## config.mk

```make
export PLATFORM = sky130hd
export DESIGN_NAME = sapc_top
export DESIGN_NICKNAME = d
export VERILOG_FILES = /design/src/core/sapc_pkg.sv /design/src/core/sapc_sar.sv /design/src/core/sapc_top.sv
export VERILOG_INCLUDE_DIRS = /design/src /design/src/core
export SDC_FILE = /design/constraint.sdc
export NUM_CORES = 1
export LEC_CHECK = 0
export BUFFER_PORTS_ARGS = -buffer_cell sky130_fd_sc_hd__buf_4
export CAP_MARGIN = 25
export CORE_MARGIN = 5
export CORE_UTILIZATION = 52
export CTS_BUF_LIST = sky130_fd_sc_hd__clkbuf_4
export CTS_CLUSTER_SIZE = 28
export DETAILED_ROUTE_END_ITERATION = 7
export PLACE_DENSITY = 0.73
export SLEW_MARGIN = 20
export SYNTH_ARGS = -nofsm -noshare
export SYNTH_HDL_FRONTEND = slang
export SYNTH_SLANG_ARGS = --single-unit
export TNS_END_PERCENT = 30
```

## constraint.sdc

```tcl
create_clock -name CLK -period 4.3 [get_ports CLK]
set_input_delay 0.645 -clock CLK [delete_from_list [all_inputs] [get_ports CLK]]
set_output_delay 0.645 -clock CLK [all_outputs]
set_load 0.02 [all_outputs]
```

## src/core/sapc_regs.svh

```systemverilog
`ifndef SAPC_REGS_SVH
`define SAPC_REGS_SVH

// =====================================================
// Timing counts, in half periods of the conversion clock.
`define SAPC_CONV_HALVES 5'd27
`define SAPC_SAMPLE_HALVES 5'd5
// First half of the doubled bit 5 decision, and first half of the last decision.
`define SAPC_BIT5_FIRST 5'd12
`define SAPC_LSB_FIRST 5'd24
`define SAPC_RESULT_W 12
`define SAPC_CHAN_W 3
`define SAPC_PWR_NORMAL 2'h0
`define SAPC_PWR_NAP 2'h1
`define SAPC_PWR_SLEEP 2'h2
`endif

```

## src/core/sapc_pkg.sv

```systemverilog
`include "sapc_regs.svh"
package sapc_pkg;
  // Host strobe and address group, sampled synchronously; CS_N and RD_N also drive RESULT_OE_N without a register.
  typedef struct packed {
    logic cs_n;
    logic wr_n;
    logic rd_n;
    logic [2:0] addr;
  } sapc_host_t;
  // Conversion sequencer states, one-hot.
  typedef enum logic [2:0] {
    SAPC_IDLE = 3'h1,
    SAPC_WAIT = 3'h2,
    SAPC_CONV = 3'h4
  } sapc_state_t;
endpackage

```

## src/core/sapc_sar.sv

```systemverilog
`include "sapc_regs.svh"
// =====================================================
// Successive-approximation register: one bit per decision step.
module sapc_sar
  import sapc_pkg::*;
(
  input wire logic clk,
  input wire logic rst,
  input wire logic ce,
  input wire logic start,
  input wire logic step,
  input wire logic [3:0] bit_idx,
  input wire logic comp_hi,
  output logic [11:0] code
);
  // All state in one struct.
  typedef struct packed {
    logic [11:0] trial;
  } sapc_sar_st_t;
  sapc_sar_st_t st;
  sapc_sar_st_t next_st;

  // Keep or drop the tried bit, then try the next lower one.
  always_comb begin
    next_st = st;
    if (start) begin
      next_st.trial = 12'h800;
    end else if (step) begin
      next_st.trial[bit_idx] = comp_hi;
      if (bit_idx != 4'h0) begin
        next_st.trial[bit_idx - 4'h1] = 1'b1;
      end
    end
  end

  // Registered state; the clock enable freezes it.
  always_ff @(posedge clk) begin
    if (rst) begin
      st <= '0;
    end else if (ce) begin
      st <= next_st;
    end
  end

  assign code = st.trial;
endmodule // sapc_sar

```

## src/core/sapc_top.sv

```systemverilog
`include "sapc_regs.svh"
// =====================================================
// Converter control and parallel host port.
module sapc_top
  import sapc_pkg::*;
(
  input wire logic CLK,
  input wire logic SYS_RST,
  input wire logic CE,
  input wire logic CONV_CLK,
  input wire logic CS_N,
  input wire logic WR_N,
  input wire logic RD_N,
  input wire logic [2:0] CHANNEL_SEL,
  input wire logic COMP_HI,
  output logic BUSY_N,
  output logic [11:0] RESULT,
  output logic RESULT_OE_N,
  output logic [2:0] ACTIVE_CHANNEL,
  output logic NAP,
  output logic SLEEP,
  output logic SAMPLING
);
  // =====================================================
  // State.
  typedef struct packed {
    sapc_state_t fsm;
    logic wr_q;
    logic rd_q;
    logic cclk_q;
    logic [4:0] half;
    logic [2:0] chan;
    logic [1:0] pwr;
    logic [11:0] result;
  } sapc_st_t;
  sapc_st_t st;
  sapc_st_t next_st;
  sapc_host_t host;
  logic wr_fall; // Convert strobe went low with select low.
  logic wr_rise; // Convert strobe released.
  logic rd_rise; // Read strobe released.
  logic cclk_rise; // Conversion clock rose.
  logic cclk_edge; // Conversion clock changed either way.
  logic sar_step; // One bit decision completes.
  logic [3:0] bit_idx; // Bit under decision.
  logic [11:0] sar_code; // Running approximation.

  // Edge detectors compare each pin with its value one clock earlier. Their reset
  // values equal the idle pin levels, so no false edge follows reset.
  // The conversion clock is sampled as data, so it must run much slower than CLK;
  // each of its edges is then seen exactly once.
  assign host = '{cs_n: CS_N, wr_n: WR_N, rd_n: RD_N, addr: CHANNEL_SEL};
  assign wr_fall = st.wr_q && !host.wr_n && !host.cs_n;
  assign wr_rise = !st.wr_q && host.wr_n && !host.cs_n;
  assign rd_rise = !st.rd_q && host.rd_n && !host.cs_n;
  assign cclk_rise = !st.cclk_q && CONV_CLK;
  assign cclk_edge = st.cclk_q != CONV_CLK;

  // Last half period of a conversion; the sequencer and the step logic both need it.
  function automatic logic last_half(input logic [4:0] half);
    last_half = (half == `SAPC_CONV_HALVES - 5'd1);
  endfunction

  // Decision timing in half clocks: bits 11 to 6 take two halves each, bit 5 four,
  // bits 4 to 1 two each and the last decision three, 27 halves in all.
  // The step pulse marks the conversion clock edge that closes each decision, so
  // the comparator is read once per bit and never twice for the same bit.
  always_comb begin
    bit_idx = 4'h0;
    sar_step = 1'b0;
    if (st.fsm == SAPC_CONV && cclk_edge) begin
      if (st.half < `SAPC_BIT5_FIRST) begin
        // Halves 0 to 11: bit 11 closes at half 1, bit 6 at half 11.
        bit_idx = 4'd11 - 4'(st.half[4:1]);
        sar_step = st.half[0];
      end else if (st.half < `SAPC_BIT5_FIRST + 5'd4) begin
        // Halves 12 to 15: the doubled decision for bit 5.
        bit_idx = 4'd5;
        sar_step = (st.half == `SAPC_BIT5_FIRST + 5'd3);
      end else if (st.half < `SAPC_LSB_FIRST) begin
        // Halves 16 to 23: bits 4 to 1 close on the odd halves.
        bit_idx = 4'd4 - 4'((st.half - `SAPC_BIT5_FIRST - 5'd4) >> 1);
        sar_step = st.half[0];
      end else begin
        // Halves 24 to 26: the last decision takes one and a half cycles.
        bit_idx = 4'd0;
        sar_step = last_half(st.half);
      end
    end
  end

  // Sequencer, channel latch and power state.
  // A start in the same cycle as a read release wins: the start clears the power
  // state, since a new conversion always leaves power-down.
  always_comb begin
    next_st = st;
    next_st.wr_q = host.wr_n;
    next_st.rd_q = host.rd_n;
    next_st.cclk_q = CONV_CLK;
    if (wr_rise) begin
      next_st.chan = host.addr;
    end
    if (rd_rise && st.fsm == SAPC_IDLE) begin
      // Address bit 2 is ignored; bit 1 wins over bit 0.
      if (host.addr[1]) begin
        next_st.pwr = `SAPC_PWR_SLEEP;
      end else if (host.addr[0]) begin
        next_st.pwr = `SAPC_PWR_NAP;
      end else begin
        next_st.pwr = `SAPC_PWR_NORMAL;
      end
    end
    case (st.fsm)
      SAPC_IDLE: begin
        if (wr_fall) begin
          next_st.fsm = SAPC_WAIT;
          next_st.pwr = `SAPC_PWR_NORMAL;
        end
      end
      SAPC_WAIT: begin
        if (cclk_rise) begin
          next_st.fsm = SAPC_CONV;
          next_st.half = 5'd0;
        end
      end
      SAPC_CONV: begin
        if (cclk_edge) begin
          if (last_half(st.half)) begin
            next_st.fsm = SAPC_IDLE;
            next_st.result = sar_code;
            next_st.result[0] = COMP_HI;
          end else begin
            next_st.half = st.half + 5'd1;
          end
        end
      end
      default: begin
        next_st.fsm = SAPC_IDLE;
      end
    endcase
  end

  // Registered state; the clock enable freezes everything.
  always_ff @(posedge CLK) begin
    if (SYS_RST) begin
      st <= '{fsm: SAPC_IDLE, wr_q: 1'b1, rd_q: 1'b1, cclk_q: 1'b0, half: 5'd0,
              chan: 3'h0, pwr: `SAPC_PWR_NORMAL, result: 12'h000};
    end else if (CE) begin
      st <= next_st;
    end
  end

  // The approximation register lives in its own module.
  sapc_sar u_sar (
    .clk(CLK),
    .rst(SYS_RST),
    .ce(CE),
    .start(wr_fall && st.fsm == SAPC_IDLE),
    .step(sar_step),
    .bit_idx(bit_idx),
    .comp_hi(COMP_HI),
    .code(sar_code)
  );

  // =====================================================
  // Outputs. Busy covers both the wait for the clock and the conversion.
  assign BUSY_N = (st.fsm == SAPC_IDLE);
  assign RESULT = st.result;
  assign RESULT_OE_N = CS_N | RD_N;
  assign ACTIVE_CHANNEL = st.chan;
  assign NAP = (st.pwr == `SAPC_PWR_NAP);
  assign SLEEP = (st.pwr == `SAPC_PWR_SLEEP);
  // Sampling fills the idle time and the wait for the clock at normal power only, not in nap or sleep; 2.5 + 13.5 cycles make one period.
  assign SAMPLING = (st.fsm != SAPC_CONV) && (st.pwr == `SAPC_PWR_NORMAL);

  // =====================================================
  // Checks.
  // They watch what the block drives; host pins also appear in the consequents of a_oe_gate and a_chan_latch.
  a_busy_rise: assert property (@(posedge CLK) disable iff (SYS_RST)
    $rose(BUSY_N) |-> ($past(st.fsm) == SAPC_CONV && $past(st.half) == 5'd26))
    else $error("busy rose before the conversion ended");
  a_start_busy: assert property (@(posedge CLK) disable iff (SYS_RST)
    (CE && wr_fall && BUSY_N) |=> !BUSY_N) else $error("start did not lower busy");
  a_wait_rise: assert property (@(posedge CLK) disable iff (SYS_RST)
    (CE && st.fsm == SAPC_WAIT && cclk_rise) |=> st.fsm == SAPC_CONV)
    else $error("conversion not entered on clock rise");
  a_conv_len: assert property (@(posedge CLK) disable iff (SYS_RST)
    (CE && st.fsm == SAPC_CONV && cclk_edge && st.half == 5'd26) |=> BUSY_N)
    else $error("conversion length wrong");
  a_result_hold: assert property (@(posedge CLK) disable iff (SYS_RST)
    (BUSY_N && $past(BUSY_N)) |-> $stable(RESULT)) else $error("result moved while idle");
  a_oe_gate: assert property (@(posedge CLK) disable iff (SYS_RST)
    !RESULT_OE_N |-> (!CS_N && !RD_N)) else $error("bus enabled without strobes");
  a_sleep_sel: assert property (@(posedge CLK) disable iff (SYS_RST)
    (CE && rd_rise && BUSY_N && !wr_fall && CHANNEL_SEL[1]) |=> SLEEP)
    else $error("sleep not taken");
  a_wake_conv: assert property (@(posedge CLK) disable iff (SYS_RST)
    (CE && wr_fall && BUSY_N) |=> !NAP && !SLEEP) else $error("power-down not left");
  a_chan_latch: assert property (@(posedge CLK) disable iff (SYS_RST)
    (CE && wr_rise) |=> ACTIVE_CHANNEL == $past(CHANNEL_SEL)) else $error("channel not latched");
  a_chan_hold: assert property (@(posedge CLK) disable iff (SYS_RST)
    !(CE && wr_rise) |=> $stable(ACTIVE_CHANNEL))
    else $error("channel moved without a strobe");
  a_oe_open: assert property (@(posedge CLK) disable iff (SYS_RST)
    (!CS_N && !RD_N) |-> !RESULT_OE_N) else $error("bus not enabled by the strobes");
  a_nap_sel: assert property (@(posedge CLK) disable iff (SYS_RST)
    (CE && rd_rise && BUSY_N && !wr_fall && CHANNEL_SEL[1:0] == 2'h1) |=> NAP)
    else $error("nap not taken");
  a_normal_sel: assert property (@(posedge CLK) disable iff (SYS_RST)
    (CE && rd_rise && BUSY_N && CHANNEL_SEL[1:0] == 2'h0) |=> (!NAP && !SLEEP))
    else $error("normal operation not restored");
  a_pwr_busy: assert property (@(posedge CLK) disable iff (SYS_RST)
    (CE && !BUSY_N) |=> $stable(st.pwr)) else $error("power state moved while busy");
  a_conv_keep: assert property (@(posedge CLK) disable iff (SYS_RST)
    (CE && st.fsm == SAPC_CONV && !last_half(st.half)) |=> st.fsm == SAPC_CONV)
    else $error("conversion cut short");
  a_ce_freeze: assert property (@(posedge CLK) disable iff (SYS_RST)
    !CE |=> $stable(st)) else $error("state moved with the clock enable low");
endmodule // sapc_top

```

======== After elaboration in Yosys (flattened, before gate mapping) ========
Cells that the tools add are included.
word-level totals
  flip-flop bits (word level) ............. 40
  bits in latches ......................... 0
  memory bits (writable) .................. 0
  ROM bits ................................ 0
  input port bits ......................... 11
  output and inout port bits .............. 20
  memories kept ........................... 0
operators by class
  $add $sub $neg .......................... 6
  $mul .................................... 0
  divide/modulo/power cells ............... 0
  order comparisons ....................... 7
  equal/unequal tests ..................... 14
  shift operators ......................... 0
  muxes and demuxes ....................... 30
  bitwise operators ....................... 2
  reduce and logical (&&, ||, !) cells .... 27
operators with widths
  cell                   count
  $mux W12               3
  $mux W4                4
  $mux W5                3
  $logic_and A1 B1 Y1    13
  $bwmux W12             1
  $mux W3                4
  $or A12 B12 Y12        1
  $lt A4 B5 Y1 const B   2
  $lt A5 B5 Y1 const B   2
  $pmux W5 S2            1
  $reduce_and A5 Y1      2
  $pmux W3 S3            1
  $demux W1 S4           2
  $ge A4 B1 Y1 const B   2
  $mux W2                4
  $mux W1                7
  $ne A2 B2 Y1 const B   3
  $add A5 B1 Y5 const B  1
  $eq A5 B4 Y1 const B   1
  $eq A5 B5 Y1 const B   1
  $logic_not A1 Y1       5
  $lt A5 B4 Y1 const B   1
  $sub A5 B3 Y5 const B  1
  $sub A5 B4 Y5 const B  1
  other kinds (17)       20

======== Logic depth before layout (Yosys ltp) ========
Gate-level depths: netlist of the first run.
  depth after elaboration ................. 16
  depth in mapped cells ................... 8
  mapped depth without buffers ............ 7

======== By module ========
A second synthesis of the first run with hierarchy kept.
unflattened totals
  cell total of the unflattened synthesis .. 266
  area, all modules ....................... 2377.3 um^2
modules (own cells, without submodules)
  module    times used  cells each  area each (um^2)  sequential area each (um^2)
  sapc_top  1           181         1545.2            560.5
  sapc_sar  1           85          832.0             240.2

======== Worst setup path after synthesis of the first run ========
No wires, ideal clock.
  kind .................................... input to register
  start point ............................. input port CONV_CLK
  end point ............................... register u_sar.st, in the netlist u_sar.code[8]
  library setup time ...................... 70 ps
  data arrival time ....................... 2356 ps
  setup slack ............................. 1874 ps
  stages .................................. 7
  buffers on the path ..................... 1
  cell sequence ........................... ha_1 nor4b_4 nand2_2 a21o_1 buf_2 or4_1 a21oi_1
on the way
  longest elaborated chain between the ends .. 12
ends and longest elaborated chain
  what                                                                         line                            RTL
  start: declaration                                                           sapc_top.sv:10                  input wire logic CONV_CLK,
  $ne A1 B1 Y1 (*)                                                             sapc_top.sv:57                  assign cclk_edge = st.cclk_q != CONV_CLK;
  $logic_and A1 B1 Y1 (*)                                                      sapc_top.sv:71                  if (st.fsm == SAPC_CONV && cclk_edge) begin
  $mux W4                                                                      sapc_top.sv:71
  $sub A4 B1 Y4, or another cell as far along                                  sapc_sar.sv:31                  next_st.trial[bit_idx - 4'h1] = 1'b1;
  $lt A4 B5 Y1 (implied by the code), or another cell as far along             sapc_sar.sv:31
  $logic_and A1 B1 Y1 (implied by the code) / $mux W1 (equally long branches)  sapc_sar.sv:31, sapc_sar.sv:29
  $mux W1 (implied by the code) / $demux W1 S4 (equally long branches)         --
  $demux W1 S4 / $bwmux W12 (equally long branches)                            --
  $or A12 B12 Y12 (no line)                                                    --
  $mux W12                                                                     sapc_sar.sv:30                  if (bit_idx != 4'h0) begin
  $mux W12                                                                     sapc_sar.sv:28                  end else if (step) begin
  $mux W12                                                                     sapc_sar.sv:26                  if (start) begin
  end signal: assignment                                                       sapc_sar.sv:41                  st <= next_st;
  end: declaration                                                             sapc_sar.sv:20                  sapc_sar_st_t st;
Every way passes the cells marked *; elsewhere a longest branch is shown, timed or not. The select of a mux whose other input is x is not followed.
A chain may end at the register's enable or synchronous reset.

======== Final worst setup path of the first run ========
  start point ............................. input port CONV_CLK
  end point ............................... register st, in the netlist RESULT[8]
on the way
  longest elaborated chain between the ends .. 2
ends and longest elaborated chain
  what                         line             RTL
  $ne A1 B1 Y1                 sapc_top.sv:57
  $reduce_and A4 Y1 (no line)  --
  end signal: assignment       sapc_top.sv:146  st <= '{fsm: SAPC_IDLE, wr_q: 1'b1, rd_q: 1'b1, cclk_q: 1'b0, half: 5'd0,
  end signal: assignment       sapc_top.sv:149  st <= next_st;
  end: declaration             sapc_top.sv:36   sapc_st_t st;
Every way passes these cells.

==> results of run 1 <==
[flip-flops by register name (all words and copies together), names as in the netlist]
register and flops:
st 13, RESULT 12, u_sar.code 11, ACTIVE_CHANNEL 3
[layer usage]
layer,GRT usage,up-vias,share of wire
met3,0.0594,11,0.077
met4,0.0641,0,0.020
met5,0,-,0
met1,0.242,885,0.45
li1,-,948,-
met2,0.298,62,0.45
[stage by stage]
stage | instances | hold slack, ns | setup WS, ns | total power, mW | instance area (sq um)
after floorplan | 266 | 0.440 | 1.87 | 0.400 | 2240
after global placement | 317 | 0.460 | 1.58 | 0.415 | 2360
after detailed placement | 317 | 0.470 | 1.53 | 0.415 | 2360
after CTS | 324 | 0.498 | 1.89 | 0.582 | 2400
after global routing | 324 | 0.521 | 1.75 | 0.603 | 2400
final | 324 | 0.490 | 1.92 | 0.574 | 2400
[worst min-delay path by stage]
stage	cells after the start	to	slack [ns]	from
floorplan	1	u_sar.code[11]$_SDFFE_PP0P_	0.44	u_sar.code[11]$_SDFFE_PP0P_
global placement	2	st[23]$_SDFFE_PP1P_	0.46	st[23]$_SDFFE_PP1P_
detailed placement	1	u_sar.code[11]$_SDFFE_PP0P_	0.47	u_sar.code[11]$_SDFFE_PP0P_
CTS	1	u_sar.code[11]$_SDFFE_PP0P_	0.50	u_sar.code[11]$_SDFFE_PP0P_
global route	3	st[24]$_SDFFE_PP1P_	0.52	WR_N
finish	1	u_sar.code[11]$_SDFFE_PP0P_	0.49	u_sar.code[11]$_SDFFE_PP0P_
[cell usage in the layout, fill, tap and decap left out, types with 3 or more instances in the layout]
cell type   n
nand2_1    20
nand3b_1    3
nand4_1     3
nor3_1      4
nor3b_1     3
nand2b_1    9
mux2i_1    25
a21oi_1    16
nand3_1    11
nor2b_1    10
inv_1      11
nor2_1     26
o21ai_0     4
clkbuf_4    5
ha_1        5
a21o_1      4
buf_4      30
or3_1       3
dfxtp_1    39
o211ai_1    4
[logic make-up (layout without fill, tap and decap cells)]
| group | after synthesis | in the layout | share of synthesized area |
|---|---|---|---|
| muxes | 26 | 26 | 0.117 |
| adders and majority gates | 5 | 5 | 0.0279 |
| buffers and inverters | 40 | 48 | 0.0939 |
| and+or+nand+nor | 110 | 110 | 0.274 |
| DFF | 39 | 39 | 0.349 |
| AOI/OAI and AO/OA | 46 | 46 | 0.139 |
[where the power goes]
part	internal, mW	switching (mW)	total, mW
Sequential	0.364	0.00305	0.367
Clock	0.0580	0.109	0.167
Combinational	0.0168	0.0224	0.0392
[layout make-up]
cell class | count | area (sq um) | share of cell area
Tap cell | 50 | 62.6 | 0.0260
Multi-Input combinational cell | 187 | 1250 | 0.519
Inverter | 11 | 41.3 | 0.0172
Clock buffer | 5 | 37.5 | 0.0156
Timing Repair Buffer | 30 | 225 | 0.0937
Sequential cell | 39 | 781 | 0.325
Clock inverter | 2 | 8.76 | 0.00364
[critical path: cells and delay by family]
kind / cells / cell delay, ns
multiplexers: 1 / 0.35
buffers and inverters: 1 / 0.11
adder cells (fa/ha/maj): 1 / 0.33
AND/OR/NAND/NOR: 3 / 1.17
==> results by group, run 1 <==
Status
  – Outcome: finished clean

Layout
  – # diodes: 0
  – Core Util, Final: 0.588
  – Layout fillers: 390
  – Ratio of cells with drive above 1 in the final layout: 0.164
  – Total Nets Final: 290
  – Area growth from synthesis to layout: 7.37%

Logic synthesis
  – Synth top area cells: dfxtp_1, mux2i_1, buf_4
  – Ys async rst share: 0
  – Register area share after synthesis: 0.349
  – Share of the synthesized area in the top cell type: 0.349
  – Area leader, netlist: dfxtp_1
  – Avg Cell Area, Syn: 8.42 sq um
  – Seq cells post-synth: 39
  – Commonest cells post-synth: dfxtp_1, nor2_1, mux2i_1
  – Yosys warning count: 0
  – Cell area after synthesis: roughly 2200 sq um
  – Synth cell types: 53
  – Synth Net Count: about 280
  – Post-synth EDFFs: 0
  – Syn Inst Count: 266
  – Most common cell in the netlist: dfxtp_1
  – Prevailing post-synth register cell: dfxtp_1

Setup path
  – CP Class: input port to register
  – CP Capture Type: register
  – Cell Chain, Critical Path: buf_4 > ha_1 > nor4b_4 > nand3_1 > mux2i_1 > nor2_1
  – CP max FO: 12
  – Reg2Reg Setup Slack: between 1.5 and 2 ns
  – Reg-to-reg startpoint: st[18]$_SDFFE_PP0P_
  – Crit path max-delay cell type: nand3_1
  – Max stage delay on crit path: 0.68 ns
  – Worst reg2reg endpoint: u_sar.code[8]$_SDFFE_PP0P_
  – Startpoint types: input port
  – Launch point of the critical path: CONV_CLK
  – Worst EP required: approximately 4.5 ns
  – Crit path DAT: approximately 2.6 ns
  – Crit path capture: RESULT[8]$_SDFFE_PP0P_
  – R2R depth: 6

Clock tree
  – Post-CTS Setup Bufs: 0
  – H-Tree Depth: 2
  – CTS Sinks: 39
  – Resize count post-CTS: 0
  – Post-CTS Hold Buffers: 0
  – TritonCTS clock tree: done
  – Clk root buf: clkbuf_4
  – Max Root-Sink Buffers: 2
  – Clock slew at reported path FFs: 0.11 ns
  – TritonCTS buffer count: 5
  – Clock latency on the worst-skew pair: about 0.33 ns

Place
  – Gpl congestion: a little under 0.9
  – IO buf count: 30
  – Final HPWL DP: roughly 3500 um

STA
  – Final worst-path cycle share: 0.554
  – Setup violations, final: 0
  – Unrepaired setup endpoints after global routing: no
  – Slew HR: 0.451
  – Final hold violation count: 0
  – Fmax: approximately 0.42 GHz
  – Post-layout minimum cycle time: 2.38 ns
  – Clk_skew: roughly 0.0086 ns
  – Pins Over Slew Limit: 0
  – TNS Setup: 0 ns
  – Worst slew pin tran: ~0.82 ns

Routing
  – First drt pass iteration count: 4
  – Drt wl/cell: 14.9 um
  – Total number of vias: 1,906
  – Final ANT Viol Nets: 0
  – Residual DRC: 0
  – 1st-iter DRT viols: around 140
  – Vias per cell: 5.88
  – WL final: ~4800 um

Min path
  – Worst Hold Class: register to register

Floorplan
  – Initial core utilization: 0.548
  – Core area: between 4000 and 5000 sq um
  – Cell Rows: 23
  – IO Count: 31
  – Die area: around 5700 sq um
  – Chip width: around 76 um
  – Die height: ~76 um

Global route
  – Total track usage: 0.188
  – Initial antenna violation count: 0
  – Number of global-route vias before repair: 1,818
  – First-pass GRT wire length: just over 8000 um
  – Largest net degree at the start of global routing: 34
  – Congestion Overflow GR: 0

Power
  – Leak: roughly 1.0 nW
  – VDD IR-drop max: ~0.15 mV
  – Pwr Density: around 240 nW/um^2

Run
  – Max capacitance violation total: 0
Power figures use the tool's default switching activity.
==> inputs of run 2 (changes only) <==
==> constraint.sdc (replaced) <==
create_clock -name CLK -period 2.4 [get_ports CLK]
set_input_delay 0.36 -clock CLK [delete_from_list [all_inputs] [get_ports CLK]]
set_output_delay 0.36 -clock CLK [all_outputs]
set_load 0.02 [all_outputs]
==> results by group, run 2 (same netlist as run 1, synthesis figures left out) <==
Clock tree
  – Post-CTS Hold Buffers: 0 (unchanged)
  – Resize count post-CTS: 0 (unchanged)
  – CTS Sinks: 39 (unchanged)
  – H-Tree Depth: 2 (unchanged)
  – Clk root buf: clkbuf_4
  – TritonCTS buffer count: 5 (unchanged)
  – Max Root-Sink Buffers: 2 (unchanged)
  – Clock latency on the worst-skew pair: 0.36 ns (+0.03 ns)
  – Clock slew at reported path FFs: 0.12 ns (about the same)
  – Post-CTS Setup Bufs: 0 (unchanged)
  – TritonCTS clock tree: done

Global route
  – Largest net degree at the start of global routing: 34 (unchanged)
  – First-pass GRT wire length: 8510 um (+2.9%)
  – Total track usage: 0.194 (+0.00633)
  – Congestion Overflow GR: 0 (unchanged)
  – Initial antenna violation count: 0 (unchanged)
  – Number of global-route vias before repair: 1,797 (-1.2%)

Setup path
  – Max stage delay on crit path: 0.47 ns (-0.21 ns)
  – CP Capture Type: register
  – Reg-to-reg startpoint: st[17]$_SDFFE_PP0P_
  – CP max FO: 7 (-5)
  – Crit path DAT: 2.44 ns (-0.17 ns)
  – CP dominant cell by count: a21oi_1
  – Crit path max-delay cell type: dfxtp_1
  – Launch point of the critical path: st[17]$_SDFFE_PP0P_
  – Cell Chain, Critical Path: inv_1 > ha_1 > and4b_1 > a21oi_1 > a21o_1 > buf_4 > o311ai_0 > a21oi_1
  – Startpoint types: register
  – Worst EP required: 2.69 ns (-1.83 ns)
  – CP Class: register to register

STA
  – Post-layout minimum cycle time: about 2.1 ns
  – Final hold violation count: 0 (unchanged)
  – Setup violations, final: 0 (unchanged)
  – Slew HR: 0.590 (+0.140)
  – Pins Over Slew Limit: 0 (unchanged)
  – Final worst-path cycle share: 0.895
  – Final Hold Slack: 0.225 ns (-0.265 ns)
  – Clk_skew: 0.0121 ns (+0.00348 ns)
  – Fmax: 0.466 GHz
  – Worst slew pin tran: 0.613 ns (-0.208 ns)
  – TNS Setup: 0 ns (unchanged)
  – Unrepaired setup endpoints after global routing: no

Routing
  – Final ANT Viol Nets: 0 (unchanged)
  – Residual DRC: 0 (unchanged)
  – Total number of vias: 1,954 (+2.5%)
  – WL final: 5040 um (+4.4%)
  – Drt wl/cell: 15.1 um (+0.94%)
  – First drt pass iteration count: 4 (unchanged)
  – Vias per cell: 5.83 (-0.85%)
  – 1st-iter DRT viols: 228 (+62%)

Place
  – Final HPWL DP: 3610 um (+3.3%)
  – IO buf count: 30 (unchanged)
  – Gpl congestion: 0.952 (+8.1%)

Floorplan
  – Core area: 4090 sq um (unchanged)
  – Initial core utilization: 0.548 (unchanged)
  – Cell Rows: 23 (unchanged)
  – IO Count: 31 (unchanged)
  – Die area: 5720 sq um (unchanged)
  – Chip width: 75.6 um (unchanged)
  – Die height: 75.6 um (unchanged)

Min path
  – Worst Hold Class: input port to register
  – Critical hold path startpoint: WR_N

Layout
  – Area growth from synthesis to layout: 11.2%
  – Ratio of cells with drive above 1 in the final layout: 0.200 (+0.0358)
  – Highest-count cells in the layout ignoring fill and taps: buf_4, dfxtp_1, nor2_1, mux2i_1, nand2_1
  – Layout fillers: 383 (-1.8%)
  – Total Nets Final: 300 (+3.4%)
  – # diodes: 0 (unchanged)
  – Area of the multi-input gates: 1250 sq um (unchanged)
  – Biggest register: st
  – FF/Latch Area: 781 sq um (unchanged)
  – Max FFs per register: 13 (unchanged)
  – Commonest non-fill, non-tap cell in the layout: buf_4

Power
  – Pwr Density: 434 nW/um^2 (+82%)
  – Leak: 1.07 nW (+5.4%)
  – VDD IR-drop max: 0.271 mV (+84%)

Status
  – Outcome: finished clean

Run
  – Max capacitance violation total: 0 (unchanged)
run 2: cell count changes in the layout (fill, tap and decap cells not counted):
cell	previous run	this run
clkinv_1	1	0
clkinvlp_4	0	1
buf_4	30	40
clkbuf_4	5	6
run 2: stage by stage:
step                      total power, mW  cell area (sq um)   util  cells  setup WS (ns)
after floorplan                     0.716               2240      -    266          0.259
after global placement              0.743               2430  0.596    327          0.239
after detailed placement            0.744               2430  0.596    327          0.217
after CTS                            1.09               2490  0.610    335          0.294
after global routing                 1.12               2490  0.610    335          0.150
final                                1.08               2490  0.610    335          0.252
run 2: path summary, 6_finish.rpt:
path                                                   end  slack [ns]  depth (start not counted)
worst max-delay path            u_sar.code[8]$_SDFFE_PP0P_        0.25                          8
worst min-delay path                   st[24]$_SDFFE_PP1P_        0.23                          3
worst max register to register  u_sar.code[8]$_SDFFE_PP0P_        0.25                          8
worst min register to register         st[23]$_SDFFE_PP1P_        0.50                          2
run 2: metal layers:
metal / global-route usage / vias to the layer above / share of wire
met4: 0.0680 / 0 / 0.019
met2: 0.300 / 73 / 0.44
li1: - / 970 / -
met1: 0.266 / 900 / 0.45
met5: 0 / - / 0
met3: 0.0449 / 11 / 0.084
run 2: final cells by class:
type                       instances  share of cell area
clock inverter                     2             0.00502
clock buffer                       6              0.0181
inverter                          11              0.0166
sequential                        39               0.313
tap                               50              0.0251
multi-input combinational        187               0.501
timing repair buffer              40               0.121
run 2: worst max-delay path, delay by kind of cell, from the launching register on:
kind | cells | cell delay, ns
DFF | 1 | 0.47
and+or+nand+nor | 1 | 0.23
adders and majority gates | 1 | 0.19
buffers and inverters | 2 | 0.24
AOI/OAI and AO/OA | 4 | 0.94
run 2: report_power, final:
part           internal, mW  switching (mW)  leakage (nW)
sequential            0.653         0.00525         0.315
clock                 0.124           0.227        0.0317
combinational        0.0301          0.0410         0.726
==> inputs of run 3 (changes only) <==
--- a/config.mk
+++ b/config.mk
@@ -9,11 +9,11 @@
 export BUFFER_PORTS_ARGS = -buffer_cell sky130_fd_sc_hd__buf_4
 export CAP_MARGIN = 25
 export CORE_MARGIN = 5
-export CORE_UTILIZATION = 52
+export CORE_UTILIZATION = 55
 export CTS_BUF_LIST = sky130_fd_sc_hd__clkbuf_4
 export CTS_CLUSTER_SIZE = 28
 export DETAILED_ROUTE_END_ITERATION = 7
-export PLACE_DENSITY = 0.73
+export PLACE_DENSITY = 0.77
 export SLEW_MARGIN = 20
 export SYNTH_ARGS = -nofsm -noshare
 export SYNTH_HDL_FRONTEND = slang
==> results by group, run 3 (same netlist as run 1, synthesis figures left out) <==
Power
  – VDD IR-drop max: 0.393 mV (+45%)
  – Pwr Density: 437 nW/um^2 (+0.83%)
  – Pwr Total: 1.09 mW (+0.93%)
  – Leak: 1.06 nW (-0.81%)

STA
  – Worst slew pin tran: 0.591 ns (-0.0223 ns)
  – Clk_skew: 0.0133 ns (+0.00120 ns)
  – Pins Over Slew Limit: 0 (unchanged)
  – Final worst-path cycle share: 0.900 (+0.00494)
  – Fmax: 0.463 GHz (-0.55%)
  – Post-layout minimum cycle time: 2.16 ns (+0.0119 ns)
  – Final hold violation count: 0 (unchanged)
  – Setup violations, final: 0 (unchanged)
  – Slew HR: 0.605 (+0.0149)

Routing
  – Vias per cell: 5.91 (+1.3%)
  – M1 wire length: 2240 um (-2.1%)
  – Residual DRC: 0 (unchanged)
  – WL final: 5040 um (about the same)
  – Total number of vias: 1,973 (+0.97%)
  – First drt pass iteration count: 4 (unchanged)
  – Routed wl met3: 384 um (-9.4%)
  – Drt wl/cell: 15.1 um (+0.32%)
  – WL met2: 2350 um (+5.3%)
  – Final ANT Viol Nets: 0 (unchanged)
  – Top sig layer: met4
  – 1st-iter DRT viols: 133 (-42%)

Clock tree
  – H-Tree Depth: 2 (unchanged)
  – CTS Sinks: 39 (unchanged)
  – TritonCTS buffer count: 5 (unchanged)
  – Clk root buf: clkbuf_4
  – TritonCTS clock tree: done
  – Clock slew at reported path FFs: 0.14 ns (+0.02 ns)
  – Clock latency on the worst-skew pair: 0.36 ns (about the same)
  – Max Root-Sink Buffers: 2 (unchanged)
  – Post-CTS Hold Buffers: 0 (unchanged)

Setup path
  – CP Class: register to register
  – R2R depth: 8 (unchanged)
  – Reg2Reg Setup Slack: 0.24 ns (about the same)
  – Reg-to-reg startpoint: st[17]$_SDFFE_PP0P_
  – CP max FO: 7 (unchanged)
  – Crit path max-delay cell type: dfxtp_1
  – CP dominant cell by count: a21oi_1
  – Cell Chain, Critical Path: inv_1 > ha_1 > and4b_1 > a21oi_1 > a21o_1 > buf_4 > o311ai_0 > a21oi_1
  – Crit path DAT: 2.46 ns (+0.02 ns)
  – Worst EP required: 2.70 ns (about the same)
  – Crit path capture: u_sar.code[8]$_SDFFE_PP0P_
  – Critical path buffer and inverter count: 2 (unchanged)
  – Startpoint types: register
  – Family with the most delay on the worst path: compound AO/OA/AOI/OAI gates
  – Max stage delay on crit path: 0.48 ns (about the same)
  – Worst reg2reg endpoint: u_sar.code[8]$_SDFFE_PP0P_
  – Launch point of the critical path: st[17]$_SDFFE_PP0P_
  – CP Capture Type: register
  – Worst path depth: 8 (unchanged)

Floorplan
  – Chip width: 73.8 um (-2.4%)
  – Die height: 73.8 um (-2.4%)
  – Cell Rows: 23 (unchanged)
  – Die area: 5450 sq um (-4.7%)
  – Initial core utilization: 0.564 (+0.0159)
  – IO Count: 31 (unchanged)
  – Core area: 3970 sq um (-2.8%)

Place
  – Gpl congestion: 0.967 (+1.6%)
  – Inst Count DP: 326 (-0.31%)
  – IO buf count: 30 (unchanged)
  – Final HPWL DP: 3620 um (+0.44%)
  – Post-DP Area: 2430 sq um (-0.31%)

Global route
  – First-pass GRT wire length: 8670 um (+1.8%)
  – Congestion Overflow GR: 0 (unchanged)
  – Number of global-route vias before repair: 1,870 (+4.1%)
  – Largest net degree at the start of global routing: 34 (unchanged)
  – Total track usage: 0.202 (+0.00822)
  – Initial antenna violation count: 0 (unchanged)

Layout
  – Fin cells: 334 (-0.30%)
  – Max FFs per register: 13 (unchanged)
  – Fin area: 2490 sq um (+0.10%)
  – Total Nets Final: 299 (-0.33%)
  – Commonest non-fill, non-tap cell in the layout: buf_4
  – Ratio of cells with drive above 1 in the final layout: 0.204 (+0.00423)
  – Highest-count cells in the layout ignoring fill and taps: buf_4, dfxtp_1, nor2_1, mux2i_1, nand2_1
  – Area growth from synthesis to layout: 11.3%
  – # diodes: 0 (unchanged)
  – Layout fillers: 357 (-6.8%)
  – Biggest register: st

Min path
  – Worst Hold Class: input port to register

Run
  – Max capacitance violation total: 0 (unchanged)

Status
  – Outcome: finished clean
run 3: per-layer routing:
layer	vias up	global-route usage
met4	0	0.0684
met1	922	0.265
li1	967	-
met2	76	0.325
met3	8	0.0479
met5	-	0
run 3: metrics by stage:
step / hold WS, ns / TNS (ns) / setup WS (ns) / utilization
detailed placement: 0.455 / 0 / 0.113 / 0.611
finish: 0.226 / 0 / 0.240 / 0.628
global placement: 0.452 / 0 / 0.179 / 0.611
CTS: 0.220 / 0 / 0.156 / 0.626
floorplan: 0.440 / 0 / 0.259 / -
global route: 0.225 / -0.0244 / -0.0244 / 0.628
run 3: worst reg2reg max path, cell delays in order, from the launching register on:
cell	delay [ns]
dfxtp_1	0.48
inv_1	0.08
ha_1	0.19
and4b_1	0.23
a21oi_1	0.37
a21o_1	0.26
buf_4	0.17
o311ai_0	0.15
a21oi_1	0.17
run 3: where the power goes:
part           internal, mW  switching (mW)
clock                 0.117           0.244
sequential            0.653         0.00512
combinational        0.0302          0.0405
total                 0.801           0.290
run 3: worst min path at each step:
stage          cells after the start  slack (ns)                        endpoint                         from
4_1_cts                            3        0.22             st[24]$_SDFFE_PP1P_                         WR_N
3_3_place_gp                       1        0.45     u_sar.code[11]$_SDFFE_PP0P_  u_sar.code[11]$_SDFFE_PP0P_
3_5_place_dp                       1        0.45     u_sar.code[11]$_SDFFE_PP0P_  u_sar.code[11]$_SDFFE_PP0P_
2_1_floorplan                      1        0.44     u_sar.code[11]$_SDFFE_PP0P_  u_sar.code[11]$_SDFFE_PP0P_
5_1_grt                            3        0.23  ACTIVE_CHANNEL[0]$_SDFFE_PP0P_               CHANNEL_SEL[0]
6_report                           3        0.23             st[24]$_SDFFE_PP1P_                         WR_N
run 3: what timing repair did:
item | 4_1_cts | 5_1_grt
resized for setup | 0 | 2
setup endpoints to repair | 0 | 1
setup buffers | 0 | 0
run 3: final cells by class:
class | instances | area (sq um) | share of cell area
clock buffer | 5 | 37.5 | 0.0151
clock inverter | 3 | 23.8 | 0.00953
inverter | 11 | 41.3 | 0.0166
multi-input combinational | 187 | 1250 | 0.503
sequential | 39 | 782 | 0.314
tap | 50 | 62.6 | 0.0251
timing repair buffer | 39 | 293 | 0.117
